**src/design/vc0_res_regs.svh**
```systemverilog
// Register offsets, field positions and reset values for the channel 0 resource registers
`ifndef VC0_RES_REGS_SVH
`define VC0_RES_REGS_SVH

`define CAP_OFFSET        12'h150
`define CTRL_OFFSET       12'h154
`define STAT_OFFSET       12'h158

`define CAP_ARB_RST       8'h09
`define CAP_SLOTS_RST     7'h7F
`define CAP_TBL_OFS_RST   8'h04
`define CTRL_TCMAP_RST    8'hFF
`define CTRL_ENABLE_RST   1'b1
`define CHANNEL_ID        3'h0

`define CTRL_LOAD_BIT     16
`define CTRL_SEL_LSB      17
`define CTRL_SEL_MSB      19
`define CTRL_ENABLE_BIT   31
`define CAP_SLOTS_LSB     16
`define CAP_SLOTS_MSB     22

`define SCHEME_DEFAULT    3'h0
`define SCHEME_WRR128     3'h3

`define TBL_ENTRY_W       4
`define LOAD_DONE_CYCLES  4'h8

`endif

```
**src/design/vc0_res_pkg.sv**
```systemverilog
// Types shared by the channel 0 resource register block
package vc0_res_pkg;
    typedef logic [31:0] word_t;
    typedef logic [2:0]  scheme_t;
    typedef enum logic [1:0] {
        LD_IDLE = 2'b01,
        LD_BUSY = 2'b10
    } load_state_t;
endpackage : vc0_res_pkg

```
**src/design/vc0_resource_registers.sv**
```systemverilog
// APB register bank for the virtual channel 0 resource capability, control and status
`timescale 1ns/1ps
`include "vc0_res_regs.svh"

// Notes on behaviour
// RULE_01 - Arbitration capability resets 09h: RR, WRR128
// RULE_02 - No time-based WRR on channel zero
// RULE_03 - Capability bits 14, 15 read zero
// RULE_04 - Time slots field 7Fh, autoload may overwrite
// RULE_05 - Table offset 04h in sixteen byte units
// RULE_06 - Traffic class map writable, resets FFh
// RULE_07 - Load bit applies table, reads zero
// RULE_08 - Select accepts 000b, 011b; else default
// RULE_09 - Channel identifier fixed read-only 000b
// RULE_10 - Channel enable writable, resets to one
// RULE_11 - Table write sets table-update status
// RULE_12 - Status clears when table load completes
// RULE_13 - Negotiation pending follows negotiation, resets zero
// RULE_14 - Table entries are four bits wide
// RULE_15 - Reserved reads zero; read-only bits unwritable
module vc0_resource_registers (
    input  wire logic                  pclk,
    input  wire logic                  presetn,
    input  wire logic                  psel,
    input  wire logic                  penable,
    input  wire logic                  pwrite,
    input  wire logic [11:0]           paddr,
    input  wire vc0_res_pkg::word_t    pwdata,
    output logic                       pready,
    output vc0_res_pkg::word_t         prdata,
    output logic                       pslverr,
    input  wire logic                  autoload_valid,
    input  wire logic [6:0]            autoload_time_slots,
    input  wire logic [7:0]            autoload_tc_map,
    input  wire logic                  table_entry_write,
    input  wire logic                  negotiation_pending_in,
    output logic [7:0]                 traffic_class_channel_map,
    output vc0_res_pkg::scheme_t       arb_scheme,
    output logic                       channel_enable,
    output logic                       table_load_pulse,
    output logic                       table_update_pending
);
    import vc0_res_pkg::*;

    // ------------------------------------------------
    // Input synchronisers
    // ------------------------------------------------
    // Negotiation state comes from the link side, outside this domain
    logic neg_meta_r;
    logic neg_sync_r;

    always_ff @(posedge pclk or negedge presetn) begin
        if (!presetn) begin
            neg_meta_r <= 1'b0;
            neg_sync_r <= 1'b0;
        end else begin
            neg_meta_r <= negotiation_pending_in;
            neg_sync_r <= neg_meta_r;
        end
    end

    // ------------------------------------------------
    // Storage
    // ------------------------------------------------
    logic [6:0]  slots_r;
    logic [7:0]  tcmap_r;
    scheme_t     sel_r;
    logic        enable_r;
    logic        tbl_status_r;
    logic        load_pulse_r;
    logic [3:0]  load_cnt_r;
    logic [3:0]  load_cnt_nxt;
    load_state_t ld_state_r;
    load_state_t ld_state_nxt;

    // ------------------------------------------------
    // Decode
    // ------------------------------------------------
    function automatic scheme_t legal_scheme(input scheme_t s);
        // Time-based WRR is not offered here, so 100b falls to default
        legal_scheme = (s == `SCHEME_WRR128) ? `SCHEME_WRR128 : `SCHEME_DEFAULT; // see RULE_02
    endfunction : legal_scheme

    wire acc      = psel && penable;
    wire hit_cap  = (paddr == `CAP_OFFSET);
    wire hit_ctrl = (paddr == `CTRL_OFFSET);
    wire hit_stat = (paddr == `STAT_OFFSET);
    wire hit_any  = hit_cap || hit_ctrl || hit_stat;
    wire wr_ctrl  = acc && pwrite && hit_ctrl;
    wire load_cmd = wr_ctrl && pwdata[`CTRL_LOAD_BIT];                 // see RULE_07
    wire scheme_t sel_wr = legal_scheme(pwdata[`CTRL_SEL_MSB:`CTRL_SEL_LSB]); // see RULE_08

    // Capability bits 15:14 and 13:8, 23 are constant zero
    wire word_t cap_word  = {`CAP_TBL_OFS_RST, 1'b0, slots_r,          // see RULE_05
                             8'h00, `CAP_ARB_RST};                     // see RULE_01 RULE_03
    wire word_t ctrl_word = {enable_r, 4'h0, `CHANNEL_ID, 4'h0, sel_r, 1'b0,
                             8'h00, tcmap_r};                          // see RULE_09
    wire word_t stat_word = {14'h0000, neg_sync_r, tbl_status_r, 16'h0000}; // see RULE_13
    wire word_t rd_word   = hit_cap  ? cap_word  :
                            hit_ctrl ? ctrl_word :
                            hit_stat ? stat_word : 32'h00000000;       // see RULE_15

    // ------------------------------------------------
    // APB response
    // ------------------------------------------------
    // Zero wait state: pready is registered high only in the access phase
    always_ff @(posedge pclk or negedge presetn) begin
        if (!presetn) begin
            pready  <= 1'b0;
            pslverr <= 1'b0;
            prdata  <= 32'h00000000;
        end else begin
            pready  <= psel && !penable;
            pslverr <= psel && !penable && !hit_any;
            prdata  <= (psel && !penable && !pwrite) ? rd_word : 32'h00000000;
        end
    end

    // ------------------------------------------------
    // Control and capability fields
    // ------------------------------------------------
    // Write happens at the access edge; pready is high then by construction
    wire wr_go = wr_ctrl && pready;

    always_ff @(posedge pclk or negedge presetn) begin
        if (!presetn) begin
            slots_r  <= `CAP_SLOTS_RST;                                // see RULE_04
            tcmap_r  <= `CTRL_TCMAP_RST;                               // see RULE_06
            sel_r    <= `SCHEME_DEFAULT;
            enable_r <= `CTRL_ENABLE_RST;                              // see RULE_10
        end else if (wr_go) begin
            tcmap_r  <= pwdata[7:0];                                   // see RULE_06
            sel_r    <= sel_wr;                                        // see RULE_08
            enable_r <= pwdata[`CTRL_ENABLE_BIT];                      // see RULE_10
        end else if (autoload_valid) begin
            slots_r  <= autoload_time_slots;                           // see RULE_04
            tcmap_r  <= autoload_tc_map;
        end
    end

    // ------------------------------------------------
    // Table load sequencer
    // ------------------------------------------------
    // Copy of 4-bit entries takes a fixed number of cycles in the arbiter
    wire load_go = load_cmd && pready;                                 // see RULE_14
    wire load_done = (ld_state_r == LD_BUSY) && (load_cnt_r == 4'h0);

    always_comb begin
        ld_state_nxt = ld_state_r;
        load_cnt_nxt = load_cnt_r;
        case (ld_state_r)
            LD_IDLE: begin
                if (load_go) begin
                    ld_state_nxt = LD_BUSY;
                    load_cnt_nxt = `LOAD_DONE_CYCLES - 4'h1;
                end
            end
            LD_BUSY: begin
                if (load_cnt_r == 4'h0) begin
                    ld_state_nxt = LD_IDLE;
                end else begin
                    load_cnt_nxt = load_cnt_r - 4'h1;
                end
            end
            default: begin
                ld_state_nxt = LD_IDLE;
                load_cnt_nxt = 4'h0;
            end
        endcase
    end

    always_ff @(posedge pclk or negedge presetn) begin
        if (!presetn) begin
            ld_state_r   <= LD_IDLE;
            load_cnt_r   <= 4'h0;
            load_pulse_r <= 1'b0;
            tbl_status_r <= 1'b0;
        end else begin
            ld_state_r   <= ld_state_nxt;
            load_cnt_r   <= load_cnt_nxt;
            load_pulse_r <= load_go;                                   // see RULE_07
            // A table write in the finishing cycle wins over the clear
            if (table_entry_write) begin
                tbl_status_r <= 1'b1;                                  // see RULE_11
            end else if (load_done) begin
                tbl_status_r <= 1'b0;                                  // see RULE_12
            end
        end
    end

    // ------------------------------------------------
    // Outputs
    // ------------------------------------------------
    assign traffic_class_channel_map = tcmap_r;
    assign arb_scheme                = sel_r;
    assign channel_enable            = enable_r;
    assign table_load_pulse          = load_pulse_r;
    assign table_update_pending      = tbl_status_r;
endmodule : vc0_resource_registers

```
**config.mk**
```make
export PLATFORM = sky130hd
export DESIGN_NAME = vc0_resource_registers
export DESIGN_NICKNAME = d
export VERILOG_FILES = /design/src/design/vc0_res_pkg.sv /design/src/design/vc0_resource_registers.sv
export VERILOG_INCLUDE_DIRS = /design/src /design/src/design
export SDC_FILE = /design/constraint.sdc
export NUM_CORES = 1
export LEC_CHECK = 0
export BUFFER_PORTS_ARGS = -buffer_cell sky130_fd_sc_hd__buf_4
export CORE_MARGIN = 1.5
export CORE_UTILIZATION = 30
export CTS_CLUSTER_DIAMETER = 50
export DETAILED_ROUTE_END_ITERATION = 12
export MAX_ROUTING_LAYER = met4
export RECOVER_POWER = 100
export SLEW_MARGIN = 20
export SYNTH_ARGS = -nofsm -noshare
export SYNTH_HDL_FRONTEND = slang
export SYNTH_SLANG_ARGS = --single-unit
```
**constraint.sdc**
```tcl
create_clock -name pclk -period 5.6 [get_ports pclk]
set_input_delay 1.12 -clock pclk [delete_from_list [all_inputs] [get_ports pclk]]
set_output_delay 1.12 -clock pclk [all_outputs]
set_load 0.01 [all_outputs]
```
==> flow_summary.json, run 1 <==
{
  "outcome": "finished, violations left",
  "failed_checks": "max-capacitance violations, max-slew violations",
  "fp.dieW_um": 87.6,
  "antenna_left": 0,
  "postCtsSetupBuffers": 0,
  "maxCapViolations": 1,
  "cts.path.max_buffers": 2,
  "place_inst": 358,
  "syn_avg_cell_area_um2": 11.4,
  "hold_path.class": "flop to flop",
  "power_density_nw_per_um2": 229,
  "clk_pin_slew_ps": 80,
  "combPwrFrac_pct": 11.8,
  "max_freq_ghz": 0.279,
  "hold_viol": 0,
  "slowest_delay_ps": 950,
  "core_area_um2": 6870,
  "grt_pass1_vias": 1507,
  "yosysWarnings": 0,
  "leakage_uw": 0.00129,
  "switching_share_pct": 24.0,
  "dp_hpwl_mm": 3.42,
  "synth_ff_type": "dfrtp_1",
  "yosys.area.top_type": "dfrtp_1",
  "worstMarginPinSlew_ps": 2380,
  "syn_area_um2": 2150,
  "routed_wl_mm": 4.62,
  "finalCritPeriodShare_pct": 64.1,
  "drc": 0,
  "n_fill_cell": 712,
  "crit_path_start_kind": "primary input",
  "die-area_um2": 7670,
  "diodes": 0,
  "report.final.setup_viol": 0,
  "insertion_delay_ps": 290,
  "clockRootBuffer": "clkbuf_8",
  "clkSinkCount": 46,
  "io_buffer_count": 79,
  "crit_fanout": 23,
  "antenna_found_initial": 0,
  "met1_length_mm": 2.14,
  "start_util_pct": 31.3,
  "route.met2.wl_mm": 2.14,
  "gp_congestion": 0.763,
  "yosysMostFrequentCell": "dfrtp_1",
  "min_period_ps": 3590,
  "synth.cells.most_frequent": "dfrtp_1 (29), buf_4 (17), dfstp_2 (17), nor2_1 (15), and2_1 (12)",
  "p_int_uw": 479,
  "fp-row-count": 30,
  "final_nets": 339,
  "dr.max_layer_used": "met4",
  "syn-instance-count": 189,
  "area.growth.synth_to_final_pct": 28.2,
  "seq_power_share_pct": 56.8,
  "globalRoute.totalOverflow": 0,
  "io_pins": 115,
  "grt_util_all_layers_pct": 12.9,
  "rsz0062_at_grt": "no",
  "relSlewSlack_pct": -58.8,
  "fin_skew_ps": 5.47,
  "grt_max_degree": 47,
  "drt_iter0_markers": 109,
  "p_clk_share_pct": 31.5,
  "fin_cells": 366,
  "synthArstFlopShare_pct": 100,
  "wl_met3_um": 273,
  "ys_seq_area_share_pct": 54.6,
  "synthTopCellsByArea": "dfrtp_1 (34%), dfstp_2 (21%), buf_4 (5.9%)",
  "grt_pass1_wl_mm": 7.23,
  "worstSetupEndpointType": "flop",
  "finalMaxSlewViolations": 47,
  "synth_top_area_share_pct": 33.8,
  "peakVddDrop_uv": 95.6,
  "ctsResizeCount": 0,
  "cts_tree": "yes",
  "routedWlPerCell_um": 12.6,
  "tns_ps": 0,
  "p_switching_uw": 152,
  "worst_ep_required_time_ps": 5830,
  "vias_per_cell": 4.39,
  "die_y_um": 87.6,
  "h-tree-depth": 2,
  "synth_edf_count": 0,
  "drive_above_1_share_pct": 30.4,
  "vias": 1608,
  "ctsHoldBuffers": 0,
  "synthDistinctLibCells": 39,
  "cp_cell_sequence": "clkbuf_4 > nor4b_1 > nand4_1 > nand2_1 > mux2_2",
  "slowest_stage": "nand4_1",
  "synth-seq-cells": 46,
  "first_pass_iters": 4,
  "crit_type": "primary input to flop",
  "worstPathArrival_ps": 3820,
  "cts_buffers": 5
}
-- power groups by stage --
stage	logic (µW)	registers [µW]	clock network, µW
finish	74.3	358	198
global route	82.7	360	224
CTS	78.1	360	211
detailed placement	78.0	366	0
global placement	77.2	366	0
floorplan	34.7	368	0
-- routing by layer --
layer  vias up  global-route usage [%]
met1       749                    16.6
li1        781                       -
met2        71                    19.8
met4         0                    4.33
met3         7                    3.11
met5         -                       -
-- area by class of cell --
type,count,area [µm²],share of cell area (%)
well taps,96,120,4.36
flip-flops and latches,46,1170,42.6
inverters,7,26.3,0.955
clock inverters,3,21.3,0.773
clock buffers,5,68.8,2.50
multi-input cells,130,845,30.7
repair buffers,79,499,18.1
-- flip-flops by register name (all words and copies together) (netlist names) --
name	flops
neg_meta_r	1
neg_sync_r	1
traffic_class_channel_map	8
table_update_pending	1
pslverr	1
pready	1
load_cnt_r	4
prdata	17
table_load_pulse	1
slots_r	7
arb_scheme	1
ld_state_r	2
channel_enable	1
-- cells by family after synthesis --
logic type	after synthesis	synth area share, %
AO/OA/AOI/OAI	25	7.23
adder cells (fa/ha/maj)	3	1.75
buffers and inverters	28	7.87
flip-flops	46	54.6
multiplexers	19	9.32
other	1	0.175
AND/OR/NAND/NOR	67	19.1
-- through the flow --
stage	total power [µW]	area [µm²]	worst slack, ps	hold WS [ps]	util (%)
after floorplan	402	2200	3260	331	-
after global placement	443	2770	2280	335	40.4
after detailed placement	444	2770	2280	344	40.4
after CTS	649	2860	2600	364	41.7
after global routing	667	2750	1640	377	40.1
final	631	2750	2010	363	40.1
-- final timing paths --
| kind | start | end | slack [ps] | cells past startpoint |
|---|---|---|---|---|
| worst max-delay path | paddr[9] | slots_r[6]$_DFFE_PN1P_ | 2010 | 5 |
| max in group asynchronous | presetn | prdata[20]$_DFF_PN0_ | 2710 | 1 |
| worst min register to register | neg_meta_r$_DFF_PN0_ | neg_sync_r$_DFF_PN0_ | 360 | 0 |
| worst max register to register | pready$_DFF_PN0_ | slots_r[6]$_DFFE_PN1P_ | 3090 | 4 |
| min in group asynchronous | presetn | prdata[6]$_DFF_PN0_ | 1540 | 1 |
| worst min-delay path | neg_meta_r$_DFF_PN0_ | neg_sync_r$_DFF_PN0_ | 360 | 0 |
-- critical path: cells and delay by family --
kind                   cells  cell delay [ps]
AND/OR/NAND/NOR            3             2190
buffers and inverters      1              110
multiplexers               1              390
-- layout by cell type, fill, tap and decap left out, types with 7 or more instances in the layout --
| cell | synthesis | routed |
|---|---|---|
| and2_0 | 0 | 9 |
| dfstp_2 | 17 | 9 |
| conb_1 | 1 | 16 |
| dfstp_1 | 0 | 8 |
| buf_4 | 17 | 51 |
| a21oi_1 | 11 | 11 |
| mux2_2 | 8 | 8 |
| dfrtp_1 | 29 | 29 |
| nor3_1 | 7 | 8 |
| inv_1 | 7 | 7 |
| nor2_1 | 15 | 15 |
| mux2i_1 | 11 | 11 |
| clkbuf_1 | 4 | 25 |
| nand2_1 | 7 | 7 |
(Power assumes the default switching activity.)
==> run 2, diff against run 1 <==
clock period = 3.1 ns   (was 5.6 ns; I/O delays follow)
==> flow_summary.json, run 2 (synthesized netlist as in run 1, its figures left out) <==
{
  "fin_skew_ps": 2.85,
  "antenna_found_initial": 0,
  "diodes": 0,
  "min_from": "neg_meta_r$_DFF_PN0_",
  "fp.dieW_um": 87.6,
  "worstSetupEndpointType": "flop",
  "clkSinkCount": 46,
  "relSlewSlack_pct": 27.0,
  "cts_tree": "yes",
  "insertion_delay_ps": 290,
  "die_y_um": 87.6,
  "power_uw": 1230,
  "cts_buffers": 5,
  "drt_iter0_markers": 84,
  "largest-register": "prdata",
  "final_common_cell": "buf_4",
  "largest_register_ffs": 17,
  "finalCritPeriodShare_pct": 76.5,
  "cp-startpoint": "paddr[9]",
  "dp_hpwl_mm": 3.43,
  "final_area_um2": 2790,
  "cts.path.max_buffers": 2,
  "report.final.setup_viol": 0,
  "clk_pin_slew_ps": 90,
  "postCtsSetupBuffers": 0,
  "vias": 1608,
  "combPwrFrac_pct": 11.0,
  "seq_power_share_pct": 52.6,
  "grt_util_all_layers_pct": 12.8,
  "first_pass_iters": 4,
  "die-area_um2": 7670,
  "antenna_left": 0,
  "place_area_um2": 2790,
  "worstMarginPinSlew_ps": 1100,
  "globalRoute.totalOverflow": 0,
  "routed_wl_mm": 4.50,
  "area.growth.synth_to_final_pct": 30.0,
  "rsz0062_at_grt": "no",
  "finalMaxSlewViolations": 0,
  "crit_type": "primary input to flop",
  "max_freq_ghz": 0.422,
  "grt_pass1_wl_mm": 7.19,
  "hold_path.class": "flop to flop",
  "p_int_uw": 950,
  "crit_fanout": 12,
  "drc": 0,
  "layout.cells.most_common_list": "buf_4 (51), dfrtp_1 (29), clkbuf_1 (26)",
  "worst_ep_required_time_ps": 3330,
  "ctsResizeCount": 0,
  "hold_viol": 0,
  "io_pins": 115,
  "leakage_uw": 0.00131,
  "grt_max_degree": 47,
  "post-route-util_pct": 40.6,
  "fp-row-count": 30,
  "ctsHoldBuffers": 0,
  "power_density_nw_per_um2": 440,
  "crit_path_start_kind": "primary input",
  "gp_congestion": 0.784,
  "tns_ps": 0,
  "outcome": "complete, no violations",
  "r2r-start": "pready$_DFF_PN0_",
  "min_period_ps": 2370,
  "vias_per_cell": 4.37,
  "h-tree-depth": 2,
  "routedWlPerCell_um": 12.2,
  "peakVddDrop_uv": 204,
  "start_util_pct": 31.3,
  "io_buffer_count": 79,
  "drive_above_1_share_pct": 30.9,
  "p_clk_share_pct": 36.3,
  "worstPathArrival_ps": 2600,
  "maxCapViolations": 0,
  "final_nets": 341,
  "p_switching_uw": 279,
  "whs_ps": 354,
  "core_area_um2": 6870,
  "clockRootBuffer": "clkbuf_8",
  "switching_share_pct": 22.7,
  "grt_pass1_vias": 1500
}
-- run 2: worst max-delay path, stage by stage --
cell and delay (ps):
clkbuf_4 110, nor4b_2 420, nand4_1 560, nand2_1 500
mux2_2 380
-- run 2: area by class of cell --
type,instances,area (µm²)
fillers,699,4080
flip-flops and latches,46,1170
multi-input cells,130,851
repair buffers,81,508
well taps,96,120
clock buffers,5,68.8
clock inverters,3,43.8
inverters,7,26.3
-- run 2: final timing paths --
path / cells past startpoint / to / slack, ps
worst min register to register: 0 / neg_sync_r$_DFF_PN0_ / 350
worst max-delay path: 5 / slots_r[2]$_DFFE_PN1P_ / 730
min in group asynchronous: 1 / prdata[6]$_DFF_PN0_ / 520
worst max register to register: 4 / slots_r[2]$_DFFE_PN1P_ / 1070
max in group asynchronous: 1 / prdata[7]$_DFF_PN0_ / 1920
worst min-delay path: 0 / neg_sync_r$_DFF_PN0_ / 350
-- run 2: through the flow --
stage                     instances  setup WS [ps]
after floorplan                 204           1260
after global placement          360            555
after detailed placement        360            545
after CTS                       368            870
after global routing            368            488
final                           368            729
-- run 2: power groups by stage --
stage / Combinational, µW / Clock, µW / Sequential, µW
3_3_place_gp: 139 / 0 / 660
5_1_grt: 151 / 494 / 650
2_1_floorplan: 62.7 / 0 / 664
4_1_cts: 141 / 467 / 650
6_report: 136 / 446 / 646
3_5_place_dp: 140 / 0 / 661
-- run 2: metal layers --
layer / vias to the layer above / part of all wire [%] / track usage (%)
met5: - / 0 / -
met2: 70 / 47 / 19.8
met3: 7 / 6.7 / 3.58
li1: 787 / - / -
met4: 0 / 1.3 / 4.33
met1: 744 / 45 / 16.2
